==> src/common/fpdc_defines.svh <==
`ifndef FPDC_DEFINES_SVH
`define FPDC_DEFINES_SVH

`define FPDC_CLK_HZ 64'd250000000
// register offsets
`define FPDC_ADDR_DUTY1 8'h30
`define FPDC_ADDR_DUTY2 8'h31
`define FPDC_ADDR_DUTY3 8'h32
`define FPDC_ADDR_CFG1 8'h5c
`define FPDC_ADDR_CFG2 8'h5d
`define FPDC_ADDR_CFG3 8'h5e
`define FPDC_ADDR_RATE1 8'h5f
`define FPDC_ADDR_RATE2 8'h60
`define FPDC_ADDR_RATE3 8'h61
// reset values
`define FPDC_DUTY_RST 8'hff
`define FPDC_CFG_RST 8'h82
`define FPDC_RATE_RST 8'h04
`define FPDC_RD_NONE 8'h00
// field positions
`define FPDC_CHANNEL_BEHAVIOUR_SELECT_HI 7
`define FPDC_CHANNEL_BEHAVIOUR_SELECT_LO 5
`define FPDC_RATE_HI 2
`define FPDC_RATE_LO 0
`define FPDC_HF_BIT 3
`define FPDC_RATE_USED 8'h0f
// behaviour encodings
`define FPDC_CHANNEL_BEHAVIOUR_SELECT_REM1 3'h0
`define FPDC_CHANNEL_BEHAVIOUR_SELECT_LOCAL 3'h1
`define FPDC_CHANNEL_BEHAVIOUR_SELECT_REM2 3'h2
`define FPDC_CHANNEL_BEHAVIOUR_SELECT_FULL 3'h3
`define FPDC_CHANNEL_BEHAVIOUR_SELECT_OFF 3'h4
`define FPDC_CHANNEL_BEHAVIOUR_SELECT_FAST2 3'h5
`define FPDC_CHANNEL_BEHAVIOUR_SELECT_FAST3 3'h6
`define FPDC_CHANNEL_BEHAVIOUR_SELECT_MANUAL 3'h7
// drive rates in millihertz
`define FPDC_RATE0_MHZ 64'd11000
`define FPDC_RATE1_MHZ 64'd14700
`define FPDC_RATE2_MHZ 64'd22100
`define FPDC_RATE3_MHZ 64'd29400
`define FPDC_RATE4_MHZ 64'd35300
`define FPDC_RATE5_MHZ 64'd44100
`define FPDC_RATE6_MHZ 64'd58800
`define FPDC_RATE7_MHZ 64'd88200
`define FPDC_HF_MHZ 64'd22500000
`define FPDC_STEPS 64'd256
// clock cycles per duty step, one period being 256 steps
`define FPDC_SLOT_CYC(mhz) (64'd1000 * `FPDC_CLK_HZ / (`FPDC_STEPS * (mhz)))
`define FPDC_SLOT_W 17
`define FPDC_DUTY_MIN 8'h00
`define FPDC_DUTY_MAX 8'hff
`define FPDC_ONE8 8'h01
`define FPDC_NCH 3

`endif

==> src/common/fpdc_pkg.sv <==
package fpdc_pkg;
  `include "fpdc_defines.svh"

  typedef enum logic [2:0] {
    FPDC_REM1 = `FPDC_CHANNEL_BEHAVIOUR_SELECT_REM1,
    FPDC_LOCAL = `FPDC_CHANNEL_BEHAVIOUR_SELECT_LOCAL,
    FPDC_REM2 = `FPDC_CHANNEL_BEHAVIOUR_SELECT_REM2,
    FPDC_FULL = `FPDC_CHANNEL_BEHAVIOUR_SELECT_FULL,
    FPDC_OFF = `FPDC_CHANNEL_BEHAVIOUR_SELECT_OFF,
    FPDC_FAST2 = `FPDC_CHANNEL_BEHAVIOUR_SELECT_FAST2,
    FPDC_FAST3 = `FPDC_CHANNEL_BEHAVIOUR_SELECT_FAST3,
    FPDC_MANUAL = `FPDC_CHANNEL_BEHAVIOUR_SELECT_MANUAL
  } fpdc_channel_behaviour_select_t;

  typedef logic [`FPDC_SLOT_W-1:0] fpdc_slot_t;
endpackage : fpdc_pkg

==> src/hw/fpdc_pwm_channel.sv <==
`timescale 1ns/1ns
module fpdc_pwm_channel
  import fpdc_pkg::*;
(
  input wire logic core_clk,
  input wire logic rst_n,
  input wire fpdc_slot_t slotCyc,
  input wire logic [7:0] duty,
  output logic pwmOut
);
  fpdc_slot_t preCnt_r, preCnt_nxt;
  logic [7:0] phase_r, phase_nxt;
  logic [7:0] dutyLat_r, dutyLat_nxt;
  logic pwmOut_nxt;
  logic slotTick;

  always_comb begin
    // >= keeps the prescaler sane when the rate shrinks mid-step
    slotTick = (preCnt_r >= slotCyc - fpdc_slot_t'(1));
    preCnt_nxt = slotTick ? '0 : preCnt_r + fpdc_slot_t'(1);
    phase_nxt = slotTick ? phase_r + `FPDC_ONE8 : phase_r;
    // duty only taken at period start, so no runt pulses
    dutyLat_nxt = (slotTick && phase_r == `FPDC_DUTY_MAX) ? duty : dutyLat_r;
    // full scale held high all period, zero held low all period
    pwmOut_nxt = (dutyLat_r == `FPDC_DUTY_MAX) || (phase_r < dutyLat_r);
  end

  always_ff @(posedge core_clk or negedge rst_n) begin
    if (!rst_n) begin
      preCnt_r <= '0;
      phase_r <= `FPDC_DUTY_MIN;
      dutyLat_r <= `FPDC_DUTY_RST;
      pwmOut <= 1'b0;
    end else begin
      preCnt_r <= preCnt_nxt;
      phase_r <= phase_nxt;
      dutyLat_r <= dutyLat_nxt;
      pwmOut <= pwmOut_nxt;
    end
  end
endmodule : fpdc_pwm_channel

==> src/hw/fpdc_drive_control.sv <==
`timescale 1ns/1ns
module fpdc_drive_control
  import fpdc_pkg::*;
#(
  parameter fpdc_slot_t LF_SLOT_CYC [8] = '{
    fpdc_slot_t'(`FPDC_SLOT_CYC(`FPDC_RATE0_MHZ)),
    fpdc_slot_t'(`FPDC_SLOT_CYC(`FPDC_RATE1_MHZ)),
    fpdc_slot_t'(`FPDC_SLOT_CYC(`FPDC_RATE2_MHZ)),
    fpdc_slot_t'(`FPDC_SLOT_CYC(`FPDC_RATE3_MHZ)),
    fpdc_slot_t'(`FPDC_SLOT_CYC(`FPDC_RATE4_MHZ)),
    fpdc_slot_t'(`FPDC_SLOT_CYC(`FPDC_RATE5_MHZ)),
    fpdc_slot_t'(`FPDC_SLOT_CYC(`FPDC_RATE6_MHZ)),
    fpdc_slot_t'(`FPDC_SLOT_CYC(`FPDC_RATE7_MHZ))
  }
)
(
  input wire logic core_clk,
  input wire logic rst_n,
  input wire logic regWrEn,
  input wire logic regRdEn,
  input wire logic [7:0] regAddr,
  input wire logic [7:0] regWrData,
  output logic [7:0] regRdData,
  input wire logic [7:0] tempReading [3],
  input wire logic [7:0] fanStartTemp [3],
  input wire logic [2:0] rampSpan [3],
  input wire logic [7:0] overtempLimit,
  input wire logic overtempSignal_n,
  input wire logic [7:0] minimumDuty [3],
  input wire logic [7:0] maximumDuty [3],
  input wire logic [2:0] forceToMax,
  input wire logic [2:0] directPower,
  input wire logic [15:0] rampStepCyc,
  output logic [2:0] pwmOut,
  output logic [2:0] tachContinuous
);
  localparam fpdc_slot_t HF_SLOT_CYC = fpdc_slot_t'(`FPDC_SLOT_CYC(`FPDC_HF_MHZ));

  logic [7:0] dutyNow_r [3];
  logic [7:0] dutyNow_nxt [3];
  logic [7:0] swDuty_r [3];
  logic [7:0] swDuty_nxt [3];
  logic [7:0] cfg_r [3];
  logic [7:0] cfg_nxt [3];
  logic [7:0] rate_r [3];
  logic [7:0] rate_nxt [3];
  logic [7:0] rdData_nxt;
  logic [2:0] tachCont_nxt;
  logic [15:0] stepCnt_r, stepCnt_nxt;
  logic stepTick;
  logic thermSync1_r, thermSync2_r;
  logic overtemp;
  logic [7:0] tempDuty [3][3];
  logic [7:0] target [3];
  fpdc_slot_t slotSel [3];
  fpdc_channel_behaviour_select_t channel_behaviour_select [3];

  function automatic logic [7:0] ramp_duty(
    input logic [7:0] temp,
    input logic [7:0] start,
    input logic [2:0] spanK,
    input logic [7:0] minD
  );
    logic [8:0] delta;
    logic [8:0] span;
    logic [15:0] prod;
    logic [7:0] res;
    delta = {1'b0, temp} - {1'b0, start};
    span = 9'(9'd1 << spanK);
    prod = 16'(`FPDC_DUTY_MAX - minD) * 16'(delta[7:0]);
    if (temp <= start) begin
      res = `FPDC_DUTY_MIN;
    end else if (delta >= span) begin
      res = `FPDC_DUTY_MAX;
    end else begin
      // linear between minimum duty and full across the span
      res = minD + 8'(prod >> spanK);
    end
    return res;
  endfunction : ramp_duty

  function automatic logic [7:0] max2(input logic [7:0] a, input logic [7:0] b);
    return (a > b) ? a : b;
  endfunction : max2

  function automatic logic [7:0] addr_of(input int unsigned base, input int unsigned ch);
    return 8'(base + ch);
  endfunction : addr_of

  // overtemperature pin crosses in through two flops
  always_ff @(posedge core_clk or negedge rst_n) begin
    if (!rst_n) begin
      thermSync1_r <= 1'b1;
      thermSync2_r <= 1'b1;
    end else begin
      thermSync1_r <= overtempSignal_n;
      thermSync2_r <= thermSync1_r;
    end
  end

  always_comb begin
    overtemp = !thermSync2_r;
    for (int t = 0; t < `FPDC_NCH; t++) begin
      if (tempReading[t] > overtempLimit) begin
        overtemp = 1'b1;
      end
    end
  end

  // every temperature channel is mapped onto every output with that output's floor
  always_comb begin
    for (int c = 0; c < `FPDC_NCH; c++) begin
      for (int t = 0; t < `FPDC_NCH; t++) begin
        tempDuty[c][t] = ramp_duty(tempReading[t], fanStartTemp[t], rampSpan[t],
                                   minimumDuty[c]);
      end
    end
  end

  // temperature index: 0 remote 1, 1 local, 2 remote 2
  always_comb begin
    for (int c = 0; c < `FPDC_NCH; c++) begin
      channel_behaviour_select[c] = fpdc_channel_behaviour_select_t'(cfg_r[c][`FPDC_CHANNEL_BEHAVIOUR_SELECT_HI:`FPDC_CHANNEL_BEHAVIOUR_SELECT_LO]);
      unique case (channel_behaviour_select[c])
        FPDC_REM1: target[c] = tempDuty[c][0];
        FPDC_LOCAL: target[c] = tempDuty[c][1];
        FPDC_REM2: target[c] = tempDuty[c][2];
        FPDC_FAST2: target[c] = max2(tempDuty[c][1], tempDuty[c][2]);
        FPDC_FAST3: target[c] = max2(tempDuty[c][0], max2(tempDuty[c][1], tempDuty[c][2]));
        FPDC_FULL: target[c] = `FPDC_DUTY_MAX;
        FPDC_OFF: target[c] = `FPDC_DUTY_MIN;
        FPDC_MANUAL: target[c] = swDuty_r[c];
      endcase
    end
  end

  // shared step timer paces how fast automatic duty may move
  always_comb begin
    stepTick = (stepCnt_r >= rampStepCyc);
    stepCnt_nxt = stepTick ? '0 : stepCnt_r + 16'h0001;
  end

  always_comb begin
    for (int c = 0; c < `FPDC_NCH; c++) begin
      cfg_nxt[c] = cfg_r[c];
      rate_nxt[c] = rate_r[c];
      swDuty_nxt[c] = swDuty_r[c];
      dutyNow_nxt[c] = dutyNow_r[c];
      if (regWrEn && regAddr == addr_of(`FPDC_ADDR_CFG1, c)) begin
        cfg_nxt[c] = regWrData;
      end
      if (regWrEn && regAddr == addr_of(`FPDC_ADDR_RATE1, c)) begin
        // only rate field and high-frequency bit exist
        rate_nxt[c] = regWrData & `FPDC_RATE_USED;
      end
      // writes outside manual are dropped silently
      if (regWrEn && regAddr == addr_of(`FPDC_ADDR_DUTY1, c) && channel_behaviour_select[c] == FPDC_MANUAL) begin
        swDuty_nxt[c] = regWrData;
      end
      unique case (channel_behaviour_select[c])
        FPDC_MANUAL: begin
          if (overtemp) begin
            dutyNow_nxt[c] = forceToMax[c] ? maximumDuty[c] : `FPDC_DUTY_MAX;
          end else begin
            dutyNow_nxt[c] = swDuty_nxt[c];
          end
        end
        FPDC_FULL, FPDC_OFF: dutyNow_nxt[c] = target[c];
        FPDC_REM1, FPDC_LOCAL, FPDC_REM2, FPDC_FAST2, FPDC_FAST3: begin
          // automatic: one count per step tick toward the target
          if (stepTick && dutyNow_r[c] < target[c]) begin
            dutyNow_nxt[c] = dutyNow_r[c] + `FPDC_ONE8;
          end else if (stepTick && dutyNow_r[c] > target[c]) begin
            dutyNow_nxt[c] = dutyNow_r[c] - `FPDC_ONE8;
          end
        end
      endcase
    end
  end

  always_comb begin
    rdData_nxt = regRdData;
    if (regRdEn) begin
      rdData_nxt = `FPDC_RD_NONE;
      for (int c = 0; c < `FPDC_NCH; c++) begin
        if (regAddr == addr_of(`FPDC_ADDR_DUTY1, c)) begin
          rdData_nxt = dutyNow_r[c];
        end
        if (regAddr == addr_of(`FPDC_ADDR_CFG1, c)) begin
          rdData_nxt = cfg_r[c];
        end
        if (regAddr == addr_of(`FPDC_ADDR_RATE1, c)) begin
          rdData_nxt = rate_r[c];
        end
      end
    end
    for (int c = 0; c < `FPDC_NCH; c++) begin
      tachCont_nxt[c] = directPower[c] || rate_r[c][`FPDC_HF_BIT];
    end
  end

  always_ff @(posedge core_clk or negedge rst_n) begin
    if (!rst_n) begin
      for (int c = 0; c < `FPDC_NCH; c++) begin
        dutyNow_r[c] <= `FPDC_DUTY_RST;
        swDuty_r[c] <= `FPDC_DUTY_RST;
        cfg_r[c] <= `FPDC_CFG_RST;
        rate_r[c] <= `FPDC_RATE_RST;
      end
      stepCnt_r <= '0;
      regRdData <= `FPDC_RD_NONE;
      tachContinuous <= '0;
    end else begin
      for (int c = 0; c < `FPDC_NCH; c++) begin
        dutyNow_r[c] <= dutyNow_nxt[c];
        swDuty_r[c] <= swDuty_nxt[c];
        cfg_r[c] <= cfg_nxt[c];
        rate_r[c] <= rate_nxt[c];
      end
      stepCnt_r <= stepCnt_nxt;
      regRdData <= rdData_nxt;
      tachContinuous <= tachCont_nxt;
    end
  end

  for (genvar g = 0; g < `FPDC_NCH; g++) begin : g_chan
    always_comb begin
      // high-frequency bit overrides the rate field entirely
      slotSel[g] = rate_r[g][`FPDC_HF_BIT] ? HF_SLOT_CYC
                 : LF_SLOT_CYC[rate_r[g][`FPDC_RATE_HI:`FPDC_RATE_LO]];
    end
    fpdc_pwm_channel u_chan (
      .core_clk(core_clk),
      .rst_n(rst_n),
      .slotCyc(slotSel[g]),
      .duty(dutyNow_r[g]),
      .pwmOut(pwmOut[g])
    );
  end
endmodule : fpdc_drive_control

==> config.mk <==
export PLATFORM = sky130hd
export DESIGN_NAME = fpdc_drive_control
export DESIGN_NICKNAME = d
export VERILOG_FILES = /design/src/common/fpdc_pkg.sv /design/src/hw/fpdc_pwm_channel.sv /design/src/hw/fpdc_drive_control.sv
export VERILOG_INCLUDE_DIRS = /design/src /design/src/common
export SDC_FILE = /design/constraint.sdc
export NUM_CORES = 2
export LEC_CHECK = 0
export BUFFER_PORTS_ARGS = -buffer_cell sky130_fd_sc_hd__buf_2
export CAP_MARGIN = 25
export CORE_MARGIN = 4
export CORE_UTILIZATION = 30
export CTS_BUF_LIST = sky130_fd_sc_hd__clkbuf_2 sky130_fd_sc_hd__clkbuf_4 sky130_fd_sc_hd__clkbuf_8
export DETAILED_ROUTE_END_ITERATION = 10
export PLACE_DENSITY_LB_ADDON = 0.2
export SYNTH_ARGS = -nofsm -noshare
export SYNTH_HDL_FRONTEND = slang
export SYNTH_HIERARCHICAL = 1
export SYNTH_SLANG_ARGS = --single-unit
export TNS_END_PERCENT = 10
==> constraint.sdc <==
create_clock -name core_clk -period 8.55 [get_ports core_clk]
set_input_delay 0.855 -clock core_clk [delete_from_list [all_inputs] [get_ports core_clk]]
set_output_delay 0.855 -clock core_clk [all_outputs]
set_load 0.02 [all_outputs]
==> flow_metrics.env <==
export IMPL_ys_ff_latch=215
export IMPL_synth_top_area_share_pct=18.53
export IMPL_finalSetupViolCount=24
export IMPL_clkSlewWorstSetupHoldPaths_ns=0.07
export IMPL_final_area_mm2=0.05847
export IMPL_cp_num_buf_inv=8
export IMPL_hold_slack_ns=0.3238
export IMPL_worst_slew_pin_transition_ns=0.9313
export IMPL_p_clk_share_pct=3.5
export IMPL_wl_per_cell_um=17.88
export IMPL_die_y_um=394.3
export IMPL_grtUsageMet2_pct=32.31
export IMPL_grt_max_degree=89
export IMPL_setup_tns_ns=-99.77
export IMPL_async_reset_ff_share_pct=100.0
export IMPL_yosysWarnings=6
export IMPL_dp_hpwl_um=129500
export IMPL_busiest_layer="met2"
export IMPL_period_needed_ns=13.12
export IMPL_synth_xor_area_share_pct=6.385
export IMPL_synth_edf_count=0
export IMPL_hold_class="input pin to asynchronous set/reset pin"
export IMPL_p_switching_mw=13.30
export IMPL_synth_main_ff_cell="dfrtp_1"
export IMPL_netlist_instances=5435
export IMPL_cpPeakStageDelay_ns=0.54
export IMPL_required_ns=9.04
export IMPL_yosys_area_top_type="ha_1"
export IMPL_grt_pass1_vias=42813
export IMPL_drt_iter0_drc=2363
export IMPL_start_util_pct=30.25
export IMPL_drv_slew=0
export IMPL_critPathArrivalTime_ns=13.62
export IMPL_gp_congestion=0.9103
export IMPL_power_frac_comb_pct=91.6
export IMPL_p_total_mw=28.51
export IMPL_fin_ws_ns=-4.571
export IMPL_status="finished with violations"
export IMPL_routed_via_density=4.925
export IMPL_die_w_um=394.3
export IMPL_crit_type="input pin to register"
export IMPL_finClkSkew_ns=0.04839
export IMPL_cpMostUsedCell="a21oi_2"
export IMPL_p_int_mw=15.20
export IMPL_overflow=0
export IMPL_port_buffers=169
export IMPL_max_freq_ghz=0.07621
export IMPL_core_area_mm2=0.1480
export IMPL_sw_frac_of_total_pct=46.66
export IMPL_io_pins=170
export IMPL_cp_max_fo=6
export IMPL_area_growth_pct=30.59
export IMPL_endpoint_kind="register"
export IMPL_place_inst=8416
export IMPL_fin_crit_sh_pct=153.5
export IMPL_wirelength_um=152700
export IMPL_rsz0062_at_grt="yes"
export IMPL_maxSlewHeadroom_pct=37.38
export IMPL_violations="negative setup slack"
export IMPL_cts_hold_fix_buffers=0
export IMPL_finalNonFillerCells=8541
export IMPL_met3_usage_pct=1.552
export IMPL_drive_gt1_share_pct=28.77
export IMPL_synth_adder_area_share_pct=33.42
export IMPL_syn_avg_cell_area_um2=8.238
export IMPL_ys_top_cells_by_area="ha_1, fa_1, dfrtp_1, inv_1, nor2_1"
export IMPL_synthMuxAreaShare_pct=6.494
export IMPL_dieArea_mm2=0.1555
export IMPL_critPathSlowestCell="fa_1"
export IMPL_routed_via_count=42064
export IMPL_ant_nets=0
export IMPL_drt_drc_violations_left=0
export IMPL_grt_total_usage_pct=19.29
export IMPL_synth_distinct_cells=107
export IMPL_nets=7731
export IMPL_cts_buffers=36
export IMPL_maxCapViolations=0
export IMPL_seq_power_share_pct=4.9
export IMPL_hold_violations=0
export IMPL_num_rows=141
export IMPL_synthSimpleGateAreaFrac_pct=17.79
export IMPL_syn_nets=6587
export IMPL_met1_usage_pct=26.61
export IMPL_antenna_found_initial=5
export IMPL_r2r_setup_slack_ns=2.63
export IMPL_leakage_nw=28.76
export IMPL_critPathTopFamily="compound AO/OA/AOI/OAI gates"
export IMPL_ir_drop_uv=279.3
export IMPL_cp_start_kind="input pin"
export IMPL_cts_tree="yes"
export IMPL_first_pass_iters=6
export IMPL_place_area_mm2=0.05622
export IMPL_synth_compound_area_share_pct=16.02
export IMPL_synth_seq_area_share_pct=12.25
export IMPL_cts_buffer_depth=3
export IMPL_p_per_area_mw_per_mm2=487.6
export IMPL_grt_pass1_wl_um=241500
export IMPL_synth_area_mm2=0.04477
export IMPL_clock_sinks=215
export IMPL_clkLatencyLatePin_ns=0.57
export IMPL_htreeDepth=2
export IMPL_synth_top_family_by_area="adder cells"
export IMPL_root_buffer="clkbuf_8"
[power by group through the flow]
stage	clock (mW)	sequential [mW]	combinational, mW
4_1_cts	1.05	1.40	25.1
3_3_place_gp	0	1.42	24.2
6_report	1.00	1.40	26.1
5_1_grt	1.09	1.42	29.1
2_1_floorplan	0	1.30	13.8
3_5_place_dp	0	1.42	24.4
[kinds of logic (layout without fill, tap and decap cells)]
kind of cell    after synthesis  in the layout
compound gates             1099           1099
flops                       215            215
simple gates               1656           1656
fa+ha+maj                   996            996
other cells                   0              4
xor+xnor                    324            324
mux                         242            242
buf+inv                     903           2075
[path summary, 6_finish.rpt]
kind,start,endpoint,depth (start not counted)
worst min-delay path,rst_n,g_chan[0].u_chan/phase_r[5],1
min in group core_clk,thermSync1_r,thermSync2_r,0
worst min register to register,thermSync1_r,thermSync2_r,0
max in group asynchronous,rst_n,g_chan[0].u_chan/preCnt_r[0],2
worst max register to register,cfg_r[13],dutyNow_r[15],31
worst max-delay path,tempReading[8],dutyNow_r[7],71
[worst register-to-register path, delay by kind of cell, from the launching register on]
family | cells | cell delay, ns
and+or+nand+nor | 10 | 1.68
DFF | 1 | 0.47
buffers and inverters | 2 | 0.16
adders and majority gates | 3 | 0.80
xor gates and xnor gates | 2 | 0.27
AOI/OAI and AO/OA | 14 | 2.45
[synth_stat cells, drive strengths merged (27+ instances only)]
cell / n
a211oi: 67
a21o: 110
a21oi: 332
a31oi: 34
and3: 33
buf: 35
clkbuf: 176
dfrtp: 132
dfstp: 83
fa: 333
ha: 663
inv: 691
mux2: 127
mux2i: 94
nand2: 255
nand2b: 233
nand3: 98
nand4: 42
nor2: 658
nor2b: 92
nor3: 96
o211ai: 28
o21a: 49
o21ai: 228
o21bai: 42
o22ai: 27
or2: 37
or3: 33
xnor2: 202
xor2: 121
[final cells by class]
cell class,count,area (um^2)
fillers,15170,89550
multi-input cells,4317,37120
repair buffers,1317,10040
flip-flops and latches,215,5484
inverters,692,2616
well taps,1930,2415
clock buffers,58,691.9
clock inverters,8,85.08
diodes,4,10.01
[sequential cells by signal, indices dropped and copies added, names as in the netlist]
register	cells
cfg_r	24
dutyNow_r	24
g_chan.u_chan/dutyLat_r	24
g_chan.u_chan/phase_r	24
g_chan.u_chan/preCnt_r	51
g_chan.u_chan/pwmOut	3
rate_r	12
regRdData	8
stepCnt_r	16
swDuty_r	24
tachContinuous	3
thermSync1_r	1
thermSync2_r	1
[through the flow]
stage	util [%]	worst slack (ns)
2_1_floorplan	-	-4.627
3_3_place_gp	37.98	-5.352
3_5_place_dp	37.98	-5.567
4_1_cts	38.96	-4.618
5_1_grt	39.50	-5.259
6_report	39.50	-4.571
[placed cells by master, fill, tap and decap left out, drive strengths merged, types with 21 or more instances in the layout]
master	count
buf	1317
inv	691
ha	663
nor2	658
fa	333
a21oi	332
nand2	255
nand2b	233
o21ai	228
xnor2	202
dfrtp	132
mux2	127
xor2	121
a21o	110
nand3	98
nor3	96
mux2i	94
nor2b	92
dfstp	83
a211oi	67
clkbuf	58
o21a	49
nand4	42
o21bai	42
or2	37
a31oi	34
or3	33
and3	33
o211ai	28
o22ai	27
and2	24
mux4	21
[layer usage]
| layer | vias to the layer above | part of all wire (%) |
|---|---|---|
| li1 | 20791 | - |
| met4 | 0 | 3.1 |
| met3 | 194 | 4.1 |
| met5 | - | 0 |
| met1 | 20184 | 47 |
| met2 | 895 | 46 |
[repair_timing]
item,CTS,global route
endpoints found under the hold margin,0,0
pin swaps,87,88
setup buffers,30,25
gates resized for setup,103,140
setup endpoints to repair,24,24
(Power assumes the default switching activity.)
